`config.mk`:
```
export PLATFORM = sky130hd
export DESIGN_NAME = link_err_top
export DESIGN_NICKNAME = d
export VERILOG_FILES = /design/src/shared/link_err_pkg.sv /design/src/verilog/pin_sync2.sv /design/src/verilog/link_clk_div.sv /design/src/verilog/link_err_top.sv
export VERILOG_INCLUDE_DIRS = /design/src /design/src/shared
export SDC_FILE = /design/constraint.sdc
export NUM_CORES = 1
export LEC_CHECK = 0
export BUFFER_PORTS_ARGS = -buffer_cell sky130_fd_sc_hd__buf_2
export CORE_MARGIN = 2
export CORE_UTILIZATION = 52
export DETAILED_ROUTE_END_ITERATION = 12
export GPL_ROUTABILITY_DRIVEN = 0
export GPL_TIMING_DRIVEN = 1
export HOLD_SLACK_MARGIN = 0.08
export PLACE_DENSITY = 0.83
export RECOVER_POWER = 50
export REMOVE_ABC_BUFFERS = 1
export SKIP_CTS_REPAIR_TIMING = 1
export SYNTH_ARGS = -nofsm -noshare
export SYNTH_HDL_FRONTEND = slang
export SYNTH_SLANG_ARGS = --single-unit
```
`constraint.sdc`:
```
create_clock -name CLK_SYS -period 3.42 [get_ports CLK_SYS]
set_input_delay 0.171 -clock CLK_SYS [delete_from_list [all_inputs] [get_ports CLK_SYS]]
set_output_delay 0.171 -clock CLK_SYS [all_outputs]
set_load 0.005 [all_outputs]
```
`src/shared/link_err_cfg.svh`:
```
// register map, field positions and reset values of the link error block
// assumes a classic wishbone slave with one 32-bit word per register
`ifndef LINK_ERR_CFG_SVH
`define LINK_ERR_CFG_SVH

// ----------------------------------------
// register indices, byte address = 4 * index
// ----------------------------------------
`define IDX_MAIN_CTL 3'h0
`define IDX_IRQ_TMO_CTL 3'h1
`define IDX_ERR_STAT 3'h2
`define IDX_LINK_STAT 3'h3
`define IDX_LAST 3'h3

// ----------------------------------------
// field positions
// ----------------------------------------
`define B_LINK_EN 7
`define F_CLK_DIV 1:0
`define B_EXT_IE 7
`define F_TMO_SET 3:0
`define B_ERR_SUM 7
`define B_ACK_ERR 6
`define B_CANCEL 5
`define B_TIMEOUT 4
`define B_TXN_ERR 3
`define B_PAR_ERR 2
`define F_RX_PAR 1:0
`define B_EXT_IF 7
`define B_BUSY 6

// ----------------------------------------
// reset values and constants
// ----------------------------------------
`define RST_BYTE 8'h00
`define RST_DIV 2'h0
`define RST_TMO 4'h0
`define RST_PAR 2'h0
`define DAT_ALL_HIGH 8'hFF
`define IDLE_CMD 8'h00
`define RST_WORD 32'h0000_0000

`endif

```
`src/shared/link_err_pkg.sv`:
```
// types shared by the link error block
// assumes link_err_cfg.svh supplies the numeric constants
package link_err_pkg;

  typedef enum logic [1:0] {
    TO_IDLE = 2'b01,
    TO_WAIT = 2'b10
  } tmo_state_t;

  typedef logic [7:0] byte_t;

endpackage : link_err_pkg

```
`src/verilog/pin_sync2.sv`:
```
// two-flop synchroniser for pins that arrive from outside the bus clock domain
// assumes the inputs are quasi-static against the bus clock period
`timescale 1ns/1ps
module pin_sync2 #(
  parameter int W = 13
) (
  input wire logic clk,
  input wire logic rst_n,
  input wire logic [W-1:0] d,
  output logic [W-1:0] q
);
  logic [W-1:0] meta_reg;

  always_ff @(posedge clk or negedge rst_n) begin
    if (!rst_n) begin
      meta_reg <= '0;
      q <= '0;
    end else begin
      meta_reg <= d;
      q <= meta_reg;
    end
  end
endmodule : pin_sync2

```
`src/verilog/link_clk_div.sv`:
```
// link clock divider: bus clock divided by div + 1, with a one-cycle tick
// assumes div is only changed while run is low
`timescale 1ns/1ps
`include "link_err_cfg.svh"
module link_clk_div (
  input wire logic clk,
  input wire logic rst_n,
  input wire logic run,
  input wire logic [1:0] div,
  output logic tick,
  output logic link_clk
);
  logic [1:0] cnt_reg;
  logic [1:0] cnt_next;

  // tick marks the last bus cycle of each link clock period
  assign tick = run && (cnt_reg == div);

  always_comb begin
    cnt_next = cnt_reg + 2'h1;
    if (!run || tick) begin
      cnt_next = 2'h0;
    end
  end

  always_ff @(posedge clk or negedge rst_n) begin
    if (!rst_n) begin
      cnt_reg <= `RST_DIV;
    end else begin
      cnt_reg <= cnt_next;
    end
  end

  // high for the first bus cycle of a period, so at most half duty when div is above zero;
  // divide by one cannot come from a flop, the pin then simply stays high
  always_ff @(posedge clk or negedge rst_n) begin
    if (!rst_n) begin
      link_clk <= 1'b0;
    end else begin
      link_clk <= run && ((div == `RST_DIV) || (cnt_next == 2'h0));
    end
  end
endmodule : link_clk_div

```
`src/verilog/link_err_top.sv`:
```
// timeout and error status logic of a die-to-die link initiator
// assumes a transaction sequencer on the same clock supplies the
// request, last-transfer, acknowledge and parity strobes
//
// Operation
// - pass target external interrupt to cpu only while its enable bit 7 is set
// - count link clocks after last transfer, timeout when count exceeds setting
// - a detected acknowledge timeout sets status bit 4
// - timeout setting writable until link enabled, always in special modes
// - after link enable is set, write-once fields ignore writes in normal modes
// - setting one to fifteen allows that many wait states before timeout
// - summary bit 7 sets whenever any of the five error flags sets
// - summary flag drives a cpu interrupt that nothing masks locally
// - writing 1 to the summary flag clears it, writing 0 keeps it
// - acknowledge error bit 6 when not all data inputs high at acknowledge
// - five error flags are read-only and clear with the summary flag
// - while summary pending, new requests are cancelled, idle sent, bit 5 set
// - transaction error bit 3 when target signals error at acknowledge
// - parity error bit 2 on parity mismatch in received data
// - received parity bits shown read-only in status bits 1 and 0
// - link clock is bus clock divided by 1 to 4 from a two-bit code
// - once enabled, data lines driven low with idle and link clock runs
`timescale 1ns/1ps
`include "link_err_cfg.svh"
module link_err_top (
  input wire logic CLK_SYS,
  input wire logic ARST_N,
  input wire logic WB_CYC,
  input wire logic WB_STB,
  input wire logic WB_WE,
  input wire logic [4:0] WB_ADR,
  input wire logic [3:0] WB_SEL,
  input wire logic [31:0] WB_DAT_I,
  output logic [31:0] WB_DAT_O,
  output logic WB_ACK,
  input wire logic SPECIAL_MODE,
  input wire logic TXN_REQ,
  output logic TXN_GO,
  output logic TXN_CANCEL,
  input wire logic LAST_XFER,
  input wire logic ACK_SEEN,
  input wire logic PAR_STROBE,
  output logic LINK_TICK,
  output logic LINK_CLK,
  input wire logic [7:0] LINK_DAT_I,
  output logic [7:0] LINK_DAT_O,
  output logic LINK_DAT_OE,
  input wire logic LINK_ERR_I,
  input wire logic [1:0] LINK_PAR_I,
  input wire logic LINK_INT_I,
  output logic EXT_IRQ,
  output logic ERR_IRQ
);

  // ----------------------------------------
  // reset release and pin synchronisers
  // ----------------------------------------
  logic rst_meta_reg;
  logic rst_n;
  logic [12:0] pins_s;
  link_err_pkg::byte_t dat_s;
  logic [1:0] par_s;
  logic err_s;
  logic int_s;
  logic special_s;

  always_ff @(posedge CLK_SYS or negedge ARST_N) begin
    if (!ARST_N) begin
      rst_meta_reg <= 1'b0;
      rst_n <= 1'b0;
    end else begin
      rst_meta_reg <= 1'b1;
      rst_n <= rst_meta_reg;
    end
  end

  pin_sync2 #(.W(13)) u_sync (
    .clk(CLK_SYS),
    .rst_n(rst_n),
    .d({LINK_DAT_I, LINK_PAR_I, LINK_ERR_I, LINK_INT_I, SPECIAL_MODE}),
    .q(pins_s)
  );

  assign {dat_s, par_s, err_s, int_s, special_s} = pins_s;

  // ----------------------------------------
  // helpers
  // ----------------------------------------
  // one parity bit per nibble, even parity
  function automatic logic par_mismatch(input link_err_pkg::byte_t d, input logic [1:0] p);
    par_mismatch = ((^d[3:0]) != p[0]) || ((^d[7:4]) != p[1]);
  endfunction : par_mismatch

  // ----------------------------------------
  // wishbone slave
  // ----------------------------------------
  logic req;
  logic ack_reg;
  logic wr_en;
  logic [2:0] idx;
  logic [31:0] rdata_reg;
  link_err_pkg::byte_t rd_byte;

  assign req = WB_CYC && WB_STB;
  assign idx = WB_ADR[4:2];
  // a write lands on the edge where the master samples ack
  assign wr_en = req && WB_WE && ack_reg && WB_SEL[0];
  assign WB_ACK = ack_reg;
  assign WB_DAT_O = rdata_reg;

  always_ff @(posedge CLK_SYS or negedge rst_n) begin
    if (!rst_n) begin
      ack_reg <= 1'b0;
    end else begin
      ack_reg <= req && !ack_reg;
    end
  end

  // ----------------------------------------
  // control registers
  // ----------------------------------------
  logic en_reg;
  logic [1:0] div_reg;
  logic ie_reg;
  logic [3:0] tmo_reg;
  logic locked;

  // write-once fields freeze once the link runs, except in special modes
  assign locked = en_reg && !special_s;

  always_ff @(posedge CLK_SYS or negedge rst_n) begin
    if (!rst_n) begin
      en_reg <= 1'b0;
      div_reg <= `RST_DIV;
    end else if (wr_en && (idx == `IDX_MAIN_CTL) && !locked) begin
      en_reg <= WB_DAT_I[`B_LINK_EN];
      div_reg <= WB_DAT_I[`F_CLK_DIV];
    end
  end

  always_ff @(posedge CLK_SYS or negedge rst_n) begin
    if (!rst_n) begin
      ie_reg <= 1'b0;
      tmo_reg <= `RST_TMO;
    end else if (wr_en && (idx == `IDX_IRQ_TMO_CTL)) begin
      ie_reg <= WB_DAT_I[`B_EXT_IE];
      if (!locked) begin
        tmo_reg <= WB_DAT_I[`F_TMO_SET];
      end
    end
  end

  // ----------------------------------------
  // link clock and idle drive
  // ----------------------------------------
  link_clk_div u_div (
    .clk(CLK_SYS),
    .rst_n(rst_n),
    .run(en_reg),
    .div(div_reg),
    .tick(LINK_TICK),
    .link_clk(LINK_CLK)
  );

  // sequencing is outside this block, so the lines only ever carry idle
  always_ff @(posedge CLK_SYS or negedge rst_n) begin
    if (!rst_n) begin
      LINK_DAT_O <= `IDLE_CMD;
      LINK_DAT_OE <= 1'b0;
    end else begin
      LINK_DAT_O <= `IDLE_CMD;
      LINK_DAT_OE <= en_reg;
    end
  end

  // ----------------------------------------
  // acknowledge timeout
  // ----------------------------------------
  link_err_pkg::tmo_state_t state_reg;
  link_err_pkg::tmo_state_t state_next;
  logic [3:0] cnt_reg;
  logic [3:0] cnt_next;
  logic ack_evt;
  logic tmo_evt;

  assign ack_evt = (state_reg == link_err_pkg::TO_WAIT) && ACK_SEEN;
  // the target may stretch by tmo_reg wait states; one more tick is late
  assign tmo_evt = (state_reg == link_err_pkg::TO_WAIT) && LINK_TICK && !ACK_SEEN
                   && (cnt_reg == tmo_reg);

  always_comb begin
    state_next = state_reg;
    cnt_next = cnt_reg;
    case (state_reg)
      link_err_pkg::TO_IDLE: begin
        if (LAST_XFER) begin
          state_next = link_err_pkg::TO_WAIT;
          cnt_next = 4'h0;
        end
      end
      link_err_pkg::TO_WAIT: begin
        if (LAST_XFER) begin
          cnt_next = 4'h0;
        end else if (ACK_SEEN || tmo_evt) begin
          state_next = link_err_pkg::TO_IDLE;
        end else if (LINK_TICK) begin
          cnt_next = cnt_reg + 4'h1;
        end
      end
      default: begin
        state_next = link_err_pkg::TO_IDLE;
        cnt_next = 4'h0;
      end
    endcase
  end

  always_ff @(posedge CLK_SYS or negedge rst_n) begin
    if (!rst_n) begin
      state_reg <= link_err_pkg::TO_IDLE;
      cnt_reg <= 4'h0;
    end else begin
      state_reg <= state_next;
      cnt_reg <= cnt_next;
    end
  end

  // ----------------------------------------
  // error flags
  // ----------------------------------------
  logic sum_reg;
  logic ackerr_reg;
  logic cncl_reg;
  logic time_reg;
  logic terr_reg;
  logic parerr_reg;
  logic [1:0] prx_reg;
  logic clr;
  logic ackerr_evt;
  logic terr_evt;
  logic par_evt;
  logic cncl_evt;
  logic any_evt;

  assign clr = wr_en && (idx == `IDX_ERR_STAT) && WB_DAT_I[`B_ERR_SUM];
  assign ackerr_evt = ack_evt && (dat_s != `DAT_ALL_HIGH);
  assign terr_evt = ack_evt && err_s;
  assign par_evt = PAR_STROBE && par_mismatch(dat_s, par_s);
  assign cncl_evt = TXN_REQ && sum_reg;
  assign any_evt = ackerr_evt || terr_evt || par_evt || cncl_evt || tmo_evt;

  // a new request goes out only while no error is pending
  assign TXN_GO = TXN_REQ && !sum_reg;
  assign TXN_CANCEL = cncl_evt;

  // set wins over a same-cycle clear so no event is lost
  always_ff @(posedge CLK_SYS or negedge rst_n) begin
    if (!rst_n) begin
      sum_reg <= 1'b0;
      ackerr_reg <= 1'b0;
      cncl_reg <= 1'b0;
      time_reg <= 1'b0;
      terr_reg <= 1'b0;
      parerr_reg <= 1'b0;
    end else begin
      sum_reg <= any_evt || (sum_reg && !clr);
      ackerr_reg <= ackerr_evt || (ackerr_reg && !clr);
      cncl_reg <= cncl_evt || (cncl_reg && !clr);
      time_reg <= tmo_evt || (time_reg && !clr);
      terr_reg <= terr_evt || (terr_reg && !clr);
      parerr_reg <= par_evt || (parerr_reg && !clr);
    end
  end

  always_ff @(posedge CLK_SYS or negedge rst_n) begin
    if (!rst_n) begin
      prx_reg <= `RST_PAR;
    end else if (PAR_STROBE) begin
      prx_reg <= par_s;
    end
  end

  // ----------------------------------------
  // interrupt outputs
  // ----------------------------------------
  assign ERR_IRQ = sum_reg;

  always_ff @(posedge CLK_SYS or negedge rst_n) begin
    if (!rst_n) begin
      EXT_IRQ <= 1'b0;
    end else begin
      EXT_IRQ <= int_s && ie_reg;
    end
  end

  // ----------------------------------------
  // read data
  // ----------------------------------------
  always_comb begin
    rd_byte = `RST_BYTE;
    case (idx)
      `IDX_MAIN_CTL: begin
        rd_byte[`B_LINK_EN] = en_reg;
        rd_byte[`F_CLK_DIV] = div_reg;
      end
      `IDX_IRQ_TMO_CTL: begin
        rd_byte[`B_EXT_IE] = ie_reg;
        rd_byte[`F_TMO_SET] = tmo_reg;
      end
      `IDX_ERR_STAT: begin
        rd_byte[`B_ERR_SUM] = sum_reg;
        rd_byte[`B_ACK_ERR] = ackerr_reg;
        rd_byte[`B_CANCEL] = cncl_reg;
        rd_byte[`B_TIMEOUT] = time_reg;
        rd_byte[`B_TXN_ERR] = terr_reg;
        rd_byte[`B_PAR_ERR] = parerr_reg;
        rd_byte[`F_RX_PAR] = prx_reg;
      end
      `IDX_LINK_STAT: begin
        rd_byte[`B_EXT_IF] = int_s;
        rd_byte[`B_BUSY] = (state_reg == link_err_pkg::TO_WAIT);
      end
      default: begin
        rd_byte = `RST_BYTE;
      end
    endcase
  end

  always_ff @(posedge CLK_SYS or negedge rst_n) begin
    if (!rst_n) begin
      rdata_reg <= `RST_WORD;
    end else if (req && !ack_reg) begin
      rdata_reg <= {24'h00_0000, rd_byte};
    end
  end

  // ----------------------------------------
  // checks
  // ----------------------------------------
  ext_irq_gate_a: assert property (
    @(posedge CLK_SYS) disable iff (!rst_n)
    ##1 EXT_IRQ == $past(int_s && ie_reg))
    else $error("external interrupt not gated by its enable");

  tmo_fires_a: assert property (
    @(posedge CLK_SYS) disable iff (!rst_n)
    (state_reg == link_err_pkg::TO_WAIT && LINK_TICK && !ACK_SEEN && !LAST_XFER
     && cnt_reg == tmo_reg) |=> time_reg && sum_reg && state_reg == link_err_pkg::TO_IDLE)
    else $error("timeout not flagged when count passed setting");

  tmo_early_a: assert property (
    @(posedge CLK_SYS) disable iff (!rst_n)
    (state_reg == link_err_pkg::TO_WAIT && cnt_reg < tmo_reg && !time_reg)
    |=> !time_reg)
    else $error("timeout flagged within allowed wait states");

  tmo_restart_a: assert property (
    @(posedge CLK_SYS) disable iff (!rst_n)
    LAST_XFER |=> cnt_reg == 4'h0 && state_reg == link_err_pkg::TO_WAIT)
    else $error("timeout count did not restart");

  write_once_a: assert property (
    @(posedge CLK_SYS) disable iff (!rst_n)
    (locked && wr_en) |=> $stable(tmo_reg) && $stable(div_reg) && en_reg)
    else $error("write-once field changed while locked");

  sum_covers_a: assert property (
    @(posedge CLK_SYS) disable iff (!rst_n)
    (ackerr_reg || cncl_reg || time_reg || terr_reg || parerr_reg) |-> sum_reg && ERR_IRQ)
    else $error("error flag set without summary");

  w1c_clear_a: assert property (
    @(posedge CLK_SYS) disable iff (!rst_n)
    (clr && !any_evt) |=> !sum_reg && !ackerr_reg && !cncl_reg && !time_reg
    && !terr_reg && !parerr_reg)
    else $error("flags not cleared together");

  w0_keep_a: assert property (
    @(posedge CLK_SYS) disable iff (!rst_n)
    (sum_reg && wr_en && idx == `IDX_ERR_STAT && !WB_DAT_I[`B_ERR_SUM]) |=> sum_reg)
    else $error("summary lost on write of zero");

  cancel_pending_a: assert property (
    @(posedge CLK_SYS) disable iff (!rst_n)
    (TXN_REQ && sum_reg) |-> TXN_CANCEL && !TXN_GO ##1 cncl_reg)
    else $error("request not cancelled while error pending");

  ack_check_a: assert property (
    @(posedge CLK_SYS) disable iff (!rst_n)
    (ack_evt && (dat_s != `DAT_ALL_HIGH || err_s)) |=> (ackerr_reg || terr_reg) && sum_reg)
    else $error("acknowledge fault not flagged");

  par_flag_a: assert property (
    @(posedge CLK_SYS) disable iff (!rst_n)
    PAR_STROBE |=> parerr_reg == ($past(par_evt) || $past(parerr_reg && !clr))
    && prx_reg == $past(par_s))
    else $error("parity flag or received parity wrong");

endmodule : link_err_top

```
==> run_results.csv, run 1 <==
group,metric,value,unit
grt,track_usage,16.5,%
cts,clkLatencyLatePin,0.34,ns
detailed_routing,ant_nets,0,
logic_synthesis,synth-edff-count,0,
timing,setup_violations,0,
floorplan,die_area,0.00585,mm^2
min_path,hold_path.class,"input pin to register",
cts,cts_tree,"done",
timing,maxSlewHeadroom,-0.476,%
setup_path,critPathCaptureType,"register",
floorplan,io_pins,111,
setup_path,critical_path.max_stage_delay,0.44,ns
setup_path,path_cells,"xnor2_1 -> nand4b_1 -> o21ba_2 -> o21bai_1 -> a32o_1",
logic_synthesis,ys_ff_latch,64,
power_and_ir_drop,netSwitchingPower,0.408,mW
setup_path,cp-start-kind,"register",
outcome,violations,"capacitance limit, slew limit",
cts,cts.sinks,64,
grt,antenna_found_initial,0,
timing,period_share,49.3,%
timing,worst_slew_pin_slew,1.51,ns
logic_synthesis,ys_seq_area_share,58.7,%
placement,portBuffers,46,
detailed_routing,wl_met3,269,um
power_and_ir_drop,seqPwrFrac,51.2,%
floorplan,dieWidth,76.5,um
grt,grt_max_degree,42,
placement,hpwl,3290,um
final_layout,final_cell_area,0.00330,mm^2
cts,htree_levels,3,
setup_path,crit_required,3.65,ns
timing,final-max-slew-violation-count,42,
placement,dpl_cell_area,0.00292,mm^2
power_and_ir_drop,internal-power,1.27,mW
timing,hold_violations,0,
detailed_routing,top_layer_used,"met4",
power_and_ir_drop,p_sw_share,24.3,%
floorplan,coreArea,0.00507,mm^2
detailed_routing,viasPerCell,4.77,
final_layout,fillerInstances,391,
detailed_routing,drt-wirelength-per-cell,12.6,um
power_and_ir_drop,ir_drop,0.318,mV
timing,finalCriticalPeriod,1.69,ns
logic_synthesis,syn_inst,219,
floorplan,start_util,53.8,%
grt,first_global_vias,1609,
setup_path,crit_type,"register to register",
timing,skew,0.0116,ns
cts,clk_pin_slew,0.07,ns
timing,max_freq,0.593,GHz
logic_synthesis,synthFlopType,"dfrtp_1",
power_and_ir_drop,leakage,1.62,nW
setup_path,critical_path.slowest_cell,"dfrtp_1",
logic_synthesis,synth_cell_type_count,42,
power_and_ir_drop,clkPwrFrac,37.9,%
power_and_ir_drop,combPwrFrac,10.9,%
final_layout,area_growth,20.8,%
detailed_routing,dr.pass1.iters,4,
logic_synthesis,synth_area,0.00273,mm^2
floorplan,die_height,76.5,um
timing,fin_setup_tns,0,ns
final_layout,multi_input_area,965,um^2
detailed_routing,drt_iter0_drc,105,
final_layout,fin_nets,360,
detailed_routing,drt-met1-wl,1890,um
final_layout,layout-drive-gt1-share,26.3,%
final_layout,antennaDiodeCount,0,
grt,grt_overflow,0,
power_and_ir_drop,p_per_area,508,mW/mm^2
setup_path,cp.arrival,1.92,ns
logic_synthesis,synthArstFlopShare,100,%
final_layout,register_area,0.00160,mm^2
grt,grt_first_pass_wirelength,7280,um
cts,clockBufferDepth,2,
setup_path,critPathMaxFanout,7,
detailed_routing,num_vias,1749,
detailed_routing,wl_met2,2440,um
run,max_cap_viol_count,1,
cts,cts-root-buf,"clkbuf_8",
outcome,status,"complete, but fails checks",
setup_path,critPathTopFamily,"compound AO/OA/AOI/OAI gates",
logic_synthesis,ys.warnings.count,0,
floorplan,rows,26,
logic_synthesis,syn_avg_cell_area,12.5,um^2
cts,cts_made_buffers,9,
setup_path,crit_buf_inv,0,
detailed_routing,totalWireLength,4630,um
timing,grt_setup_unrepaired,"no",
detailed_routing,drc,0,
==> cell usage after synthesis, drive strengths merged, types with 2 or more instances <==
master / instances / area [um^2]
mux2i: 3 / 30.0
nor2: 4 / 17.5
nand2b: 3 / 21.3
a32o: 3 / 30.0
nand3: 6 / 30.0
buf: 33 / 251
and3: 2 / 12.5
dfrtp: 63 / 1580
ha: 5 / 62.6
xnor2: 10 / 87.6
mux2: 10 / 124
o21ai: 11 / 55.1
inv: 6 / 22.5
and2: 3 / 18.8
nor3: 2 / 10.0
nor2b: 6 / 37.5
nand2: 15 / 56.3
nor3b: 2 / 20.0
a22o: 5 / 43.8
clkbuf: 2 / 7.51
a21o: 5 / 37.5
a21oi: 2 / 10.0
conb: 2 / 7.51
a22oi: 2 / 15.0
nand4b: 3 / 26.3
==> through the flow <==
step	setup WS (ns)	utilization, %	hold slack [ns]	cells	power [mW]
2_1_floorplan	1.51	-	-0.125	215	0.977
3_3_place_gp	1.79	57.5	-0.0435	332	1.03
3_5_place_dp	1.73	57.5	-0.0418	332	1.04
4_1_cts	1.72	61.4	-0.421	348	1.68
5_1_grt	1.44	65.1	0.113	367	1.77
6_report	1.73	65.1	0.111	367	1.68
==> power by group through the flow <==
stage	Clock [mW]	Sequential (mW)	Combinational [mW]
detailed placement	0	0.874	0.168
global route	0.697	0.867	0.209
finish	0.636	0.859	0.184
CTS	0.654	0.860	0.169
floorplan	0	0.867	0.111
global placement	0	0.869	0.162
==> worst min-delay path, delay by kind of cell <==
family / cells / cell delay, ns
AOI/OAI and AO/OA: 2 / 0.18
buffers and inverters: 1 / 0.09
==> final cells by class <==
cell class / count / area share [%]
sequential: 64 / 48.5
clock inverter: 5 / 1.71
timing repair buffer: 66 / 12.9
clock buffer: 11 / 4.28
multi-input combinational: 145 / 29.2
tap: 70 / 2.65
inverter: 6 / 0.682
==> per-layer routing <==
layer,up-vias,global-route usage (%)
met5,-,0
met4,0,5.45
met3,4,8.65
met2,56,27.0
met1,855,18.5
li1,834,-
==> logic make-up (layout without fill, tap and decap cells) <==
group                      Yosys count  count (layout)  share of synthesized area [%]
AOI/OAI and AO/OA                   34              34                           8.79
xor gates and xnor gates            10              10                           3.20
adders and majority gates            5               5                           2.29
buffers and inverters               41              88                           10.3
DFF                                 64              64                           58.7
muxes                               14              14                           6.46
other                                2              33                          0.275
and+or+nand+nor                     49              49                           10.0
==> cell usage in the layout, fill, tap and decap left out, drive strengths merged <==
cell and instances:
dfrtp 63, buf 46, conb 33, dlygate4sd3 19, nand2 15, clkbuf 12, o21ai 11, xnor2 10
mux2 10, inv 6, nor2b 6, nand3 6, a21o 5, a22o 5, ha 5, nor2 4
and2 3, nand4b 3, a32o 3, mux2i 3, nand2b 3, clkinv 3, and3 2, nor3 2
a21oi 2, a22oi 2, nor3b 2, a211oi 1, nand4 1, o211ai 1, or2 1, o21ba 1
o21bai 1, or4 1, o31a 1, mux4 1, o31ai 1, clkinvlp 1, bufinv 1, dfstp 1
==> final timing paths <==
check / slack [ns] / depth (start not counted) / from / end
max in group asynchronous: 1.74 / 1 / rst_n / u_div.link_clk
worst min register to register: 0.35 / 0 / rst_meta_reg / rst_n
worst max-delay path: 1.73 / 5 / div_reg[1] / cnt_reg[1]
worst max register to register: 1.73 / 5 / div_reg[1] / cnt_reg[1]
worst min-delay path: 0.11 / 3 / LAST_XFER / state_reg[0]
min in group asynchronous: 0.15 / 2 / ARST_N / rst_n
Note: power is estimated with default switching activity, not from simulation.
==> run 2: changes to the inputs <==
Settings changed: CORE_UTILIZATION 52 to 48, PLACE_DENSITY 0.83 to 0.78.
Clock period 3.42 ns to 1.66 ns, I/O delays scaled along.
==> run 2 against run 1 <==
The run now ends clean; critical path depth is the same; wire length increased by 3.5%; combinational power increased by 130%; utilization is 2.5 points lower; sequential share of layout area down 2.0 points; clock-buffer cell count rose by 2; worst hold slack improved by 0.047 ns; sequential power rose by 100%; clock power grew 130%; register-to-register slack worse by 1.6 ns; die area increased by 7.9%; critical path type unchanged; largest power group unchanged.
==> run_results.csv, run 2 (synthesis results as in run 1) <==
group,metric,value,unit
power_and_ir_drop,leakage,1.69,nW
outcome,status,"completed",
setup_path,reg2reg_slack,0.10,ns
floorplan,dieWidth,79.5,um
detailed_routing,drc,0,
final_layout,layout-drive-gt1-share,26.9,%
grt,antenna_found_initial,0,
detailed_routing,drt-wirelength-per-cell,12.6,um
cts,clk_pin_slew,0.06,ns
timing,hold_violations,0,
detailed_routing,ant_nets,0,
power_and_ir_drop,ir_drop,0.715,mV
min_path,hold_path_end,"WB_DAT_O[6]",
cts,cts-root-buf,"clkbuf_8",
final_layout,final_cells,380,
final_layout,layout_commonest_cell,"dfrtp_1",
timing,worst_slew_pin_slew,0.844,ns
timing,grt_setup_unrepaired,"no",
cts,cts_tree,"done",
setup_path,critPathTopFamily,"simple AND/OR/NAND/NOR gates",
timing,max_freq,0.642,GHz
setup_path,crit_required,1.87,ns
setup_path,critPathCaptureType,"register",
min_path,whs_path_depth,3,
cts,clockBufferDepth,2,
cts,cts.sinks,64,
floorplan,start_util,49.6,%
timing,maxSlewHeadroom,43.7,%
setup_path,crit_type,"register to register",
grt,track_usage,15.6,%
detailed_routing,drt_iter0_drc,77,
power_and_ir_drop,p_per_area,1060,mW/mm^2
final_layout,fin_nets,371,
floorplan,die_height,79.5,um
placement,hpwl,3450,um
grt,grt_max_degree,26,
setup_path,rr_startpoint,"WB_ACK",
floorplan,coreArea,0.00551,mm^2
floorplan,rows,27,
setup_path,cp-start-kind,"register",
setup_path,crit_cells,5,
placement,portBuffers,46,
timing,period_share,93.8,%
floorplan,io_pins,111,
final_layout,final_cell_mix,"dfrtp_1, buf_2, conb_1",
cts,clkLatencyLatePin,0.33,ns
timing,setup_violations,0,
grt,grt_overflow,0,
timing,final-max-slew-violation-count,0,
min_path,hold_path.class,"input pin to register",
timing,finalCriticalPeriod,1.56,ns
setup_path,reg2regPathDepth,5,
cts,htree_levels,3,
setup_path,path_cells,"nand3_1 -> nor2_2 -> o21ai_1 -> or4_4 -> mux2_4",
power_and_ir_drop,design_power_total,3.63,mW
run,max_cap_viol_count,0,
detailed_routing,num_vias,1813,
setup_path,critical_path.max_stage_delay,0.46,ns
grt,first_global_vias,1603,
detailed_routing,dr.pass1.iters,4,
setup_path,cp.arrival,1.77,ns
final_layout,antennaDiodeCount,0,
final_layout,area_growth,26.1,%
setup_path,r2r-end,"div_reg[1]",
detailed_routing,totalWireLength,4790,um
setup_path,crit_buf_inv,0,
timing,skew,0.00830,ns
grt,grt_first_pass_wirelength,7160,um
setup_path,critical_path.slowest_cell,"or4_4",
cts,cts_made_buffers,9,
placement,dpl.cell_count,340,
detailed_routing,viasPerCell,4.77,
floorplan,die_area,0.00631,mm^2
min_path,min_from,"WB_ADR[3]",
setup_path,critPathMaxFanout,3,
run 2: cell count changes in the layout (fill, tap and decap cells not counted), sizes merged:
cell	previous run	this run
dlygate4sd3	19	24
buf	46	50
clkbuf	12	16
clkinv	3	1
bufinv	1	2
clkinvlp	1	0
run 2: cell type report:
class | instances | area (um^2)
fillers | 420 | 2060
flip-flops and latches | 64 | 1600
clock inverters | 3 | 65.1
well taps | 72 | 90.1
multi-input cells | 145 | 978
inverters | 6 | 22.5
repair buffers | 77 | 527
clock buffers | 13 | 159
run 2: metrics by stage:
stage | hold slack [ns] | instance area, um^2 | util (%) | setup slack, ns | setup TNS [ns]
finish | 0.158 | 3440 | 62.6 | 0.103 | 0
global route | 0.150 | 3440 | 62.6 | 0.00858 | 0
CTS | -0.500 | 3200 | 58.1 | 0.0311 | 0
detailed placement | -0.130 | 2980 | 54.1 | 0.0330 | 0
global placement | -0.132 | 2980 | 54.1 | 0.103 | 0
floorplan | -0.213 | 2590 | - | -0.252 | -15.39
run 2: worst reg2reg max path: stages (launching register included):
cell and delay [ns]:
dfrtp_1 0.36, nand3_1 0.09, nor2_2 0.12, o21ai_1 0.10, or4_4 0.46, mux2_4 0.31
run 2: worst max-delay path by stage:
stage	from	endpoint	slack (ns)
global route	en_reg	cnt_reg[1]	0.009
global placement	u_div.cnt_reg[1]	cnt_reg[1]	0.10
finish	WB_ACK	div_reg[1]	0.10
CTS	u_div.cnt_reg[1]	cnt_reg[1]	0.03
detailed placement	u_div.cnt_reg[1]	cnt_reg[1]	0.03
floorplan	rst_n	ERR_IRQ	-0.25
run 2: report_power, final:
part	total [mW]	switching (mW)	internal [mW]
clock	1.46	0.536	0.926
sequential	1.76	0.0708	1.69
combinational	0.415	0.198	0.217
run 2: per-layer routing:
layer / track usage [%] / up-vias / part of all wire, %
met5: 0 / - / 0
met4: 6.90 / 0 / 1.5
met3: 6.67 / 8 / 6.8
met2: 25.8 / 69 / 51
met1: 17.4 / 883 / 41
li1: - / 853 / -
==> run 3: changes to the inputs <==
Settings changed: CORE_ASPECT_RATIO set to 1.25.
==> run 3 against run 2 <==
Global-route usage is 0.53 points lower; clock-buffer cell count is 3 lower; cell count down 2.6%; critical path depth is the same; clock skew fell by 0.00068 ns; worst hold slack worse by 0.075 ns; sequential share of layout area is 0.53 points higher; maximum frequency down 2.3%; non-clock buffer count down 2; final area shrank 1.1%; clock power shrank 8%; utilization down 0.41 points; critical endpoint is now div_reg[0]; largest cell class unchanged; highest routed layer unchanged.
==> run_results.csv, run 3 (synthesis results as in run 1) <==
group,metric,value,unit
final_layout,final_cells,370,
floorplan,start_util,49.9,%
grt,grt_overflow,0,
run,max_cap_viol_count,0,
cts,cts_tree,"done",
timing,max_freq,0.628,GHz
final_layout,final_cell_mix,"dfrtp_1, buf_2, conb_1",
final_layout,final_cell_area,0.00341,mm^2
timing,skew,0.00761,ns
placement,portBuffers,46,
grt,antenna_found_initial,0,
outcome,status,"completed",
placement,dpl_cell_area,0.00296,mm^2
detailed_routing,dr.pass1.iters,4,
final_layout,antennaDiodeCount,0,
power_and_ir_drop,design_power_total,3.51,mW
cts,htree_levels,3,
detailed_routing,drc,0,
timing,worst_hold_slack,0.0832,ns
detailed_routing,totalWireLength,4680,um
timing,grt_setup_unrepaired,"no",
detailed_routing,drt_iter0_drc,69,
detailed_routing,viasPerCell,4.74,
final_layout,multi_input_area,983,um^2
floorplan,rows,30,
setup_path,critPathMaxFanout,3,
final_layout,layout-drive-gt1-share,27.5,%
cts,cts_made_buffers,9,
grt,first_global_vias,1644,
placement,post-place-ws,0.0272,ns
floorplan,io_pins,111,
detailed_routing,drt-wirelength-per-cell,12.7,um
setup_path,critPathCaptureType,"register",
floorplan,die_area,0.00632,mm^2
timing,fin_setup_tns,0,ns
timing,finalCriticalPeriod,1.59,ns
placement,hpwl,3350,um
final_layout,post-route-util,62.1,%
cts,cts-root-buf,"clkbuf_8",
power_and_ir_drop,leakage,1.66,nW
setup_path,cp-start-kind,"register",
floorplan,die_height,88.4,um
floorplan,coreArea,0.00548,mm^2
timing,setup_violations,0,
grt,track_usage,15.0,%
timing,fin_ws,0.0666,ns
final_layout,area_growth,24.6,%
timing,worst_slew_pin_slew,1.01,ns
grt,grt_max_degree,25,
final_layout,fillerInstances,428,
min_path,hold_path.class,"input pin to register",
power_and_ir_drop,ir_drop,0.750,mV
timing,maxSlewHeadroom,32.5,%
detailed_routing,num_vias,1755,
cts,clkLatencyLatePin,0.34,ns
grt,grt_first_pass_wirelength,7070,um
cts,cts.sinks,64,
timing,final-max-slew-violation-count,0,
detailed_routing,ant_nets,0,
placement,dpl.cell_count,331,
final_layout,fin_nets,369,
cts,clockBufferDepth,2,
power_and_ir_drop,p_per_area,1030,mW/mm^2
setup_path,cp.arrival,1.82,ns
final_layout,layout_commonest_cell,"dfrtp_1",
floorplan,dieWidth,71.5,um
final_layout,register_area,0.00160,mm^2
timing,period_share,96.0,%
timing,hold_violations,0,
setup_path,crit_required,1.89,ns
cts,clk_pin_slew,0.07,ns
setup_path,crit_type,"register to register",
## run 3: cell types whose count changed in the layout (fill, tap and decap cells not counted), sizes merged
cell	change
buf	-1
bufinv	-1
clkbuf	-3
clkinv	+1
clkinvlp	+2
dlygate4sd3	-1
inv	+1
## run 3: final timing paths
| kind | startpoint | to | slack [ns] | cells past startpoint |
|---|---|---|---|---|
| setup reg to reg | WB_ACK | div_reg[0] | 0.07 | 5 |
| max in group asynchronous | rst_n | ie_reg | 0.54 | 1 |
| hold / removal | ACK_SEEN | terr_reg | 0.08 | 2 |
| setup / recovery | WB_ACK | div_reg[0] | 0.07 | 5 |
| hold reg to reg | u_sync.meta_reg[0] | u_sync.q[0] | 0.35 | 0 |
| min in group asynchronous | rst_n | terr_reg | 0.42 | 0 |
## run 3: critical path, stage by stage, from the launching register on
cell and delay, ns:
dfrtp_1 0.36, nand3_1 0.12, nor2_4 0.13, o21ai_1 0.09, or4_4 0.46, mux2_4 0.32
## run 3: metal layers
layer  GRT usage (%)  share of wire, %  vias to the layer above
li1                -                 -                      854
met1            16.2                39                      834
met2            26.5                54                       60
met3            4.33               5.6                        7
met4            8.23               1.5                        0
met5               0                 0                        -
## run 3: cell type report
cell class | instances | share of cell area, %
sequential | 64 | 47.1
multi-input combinational | 145 | 28.9
timing repair buffer | 75 | 15.0
clock buffer | 10 | 4.04
tap | 64 | 2.35
clock inverter | 6 | 1.98
inverter | 6 | 0.661
## run 3: report_power, final
group	switching, mW	total [mW]	internal [mW]
sequential	0.0724	1.76	1.69
combinational	0.198	0.414	0.216
clock	0.601	1.34	0.738
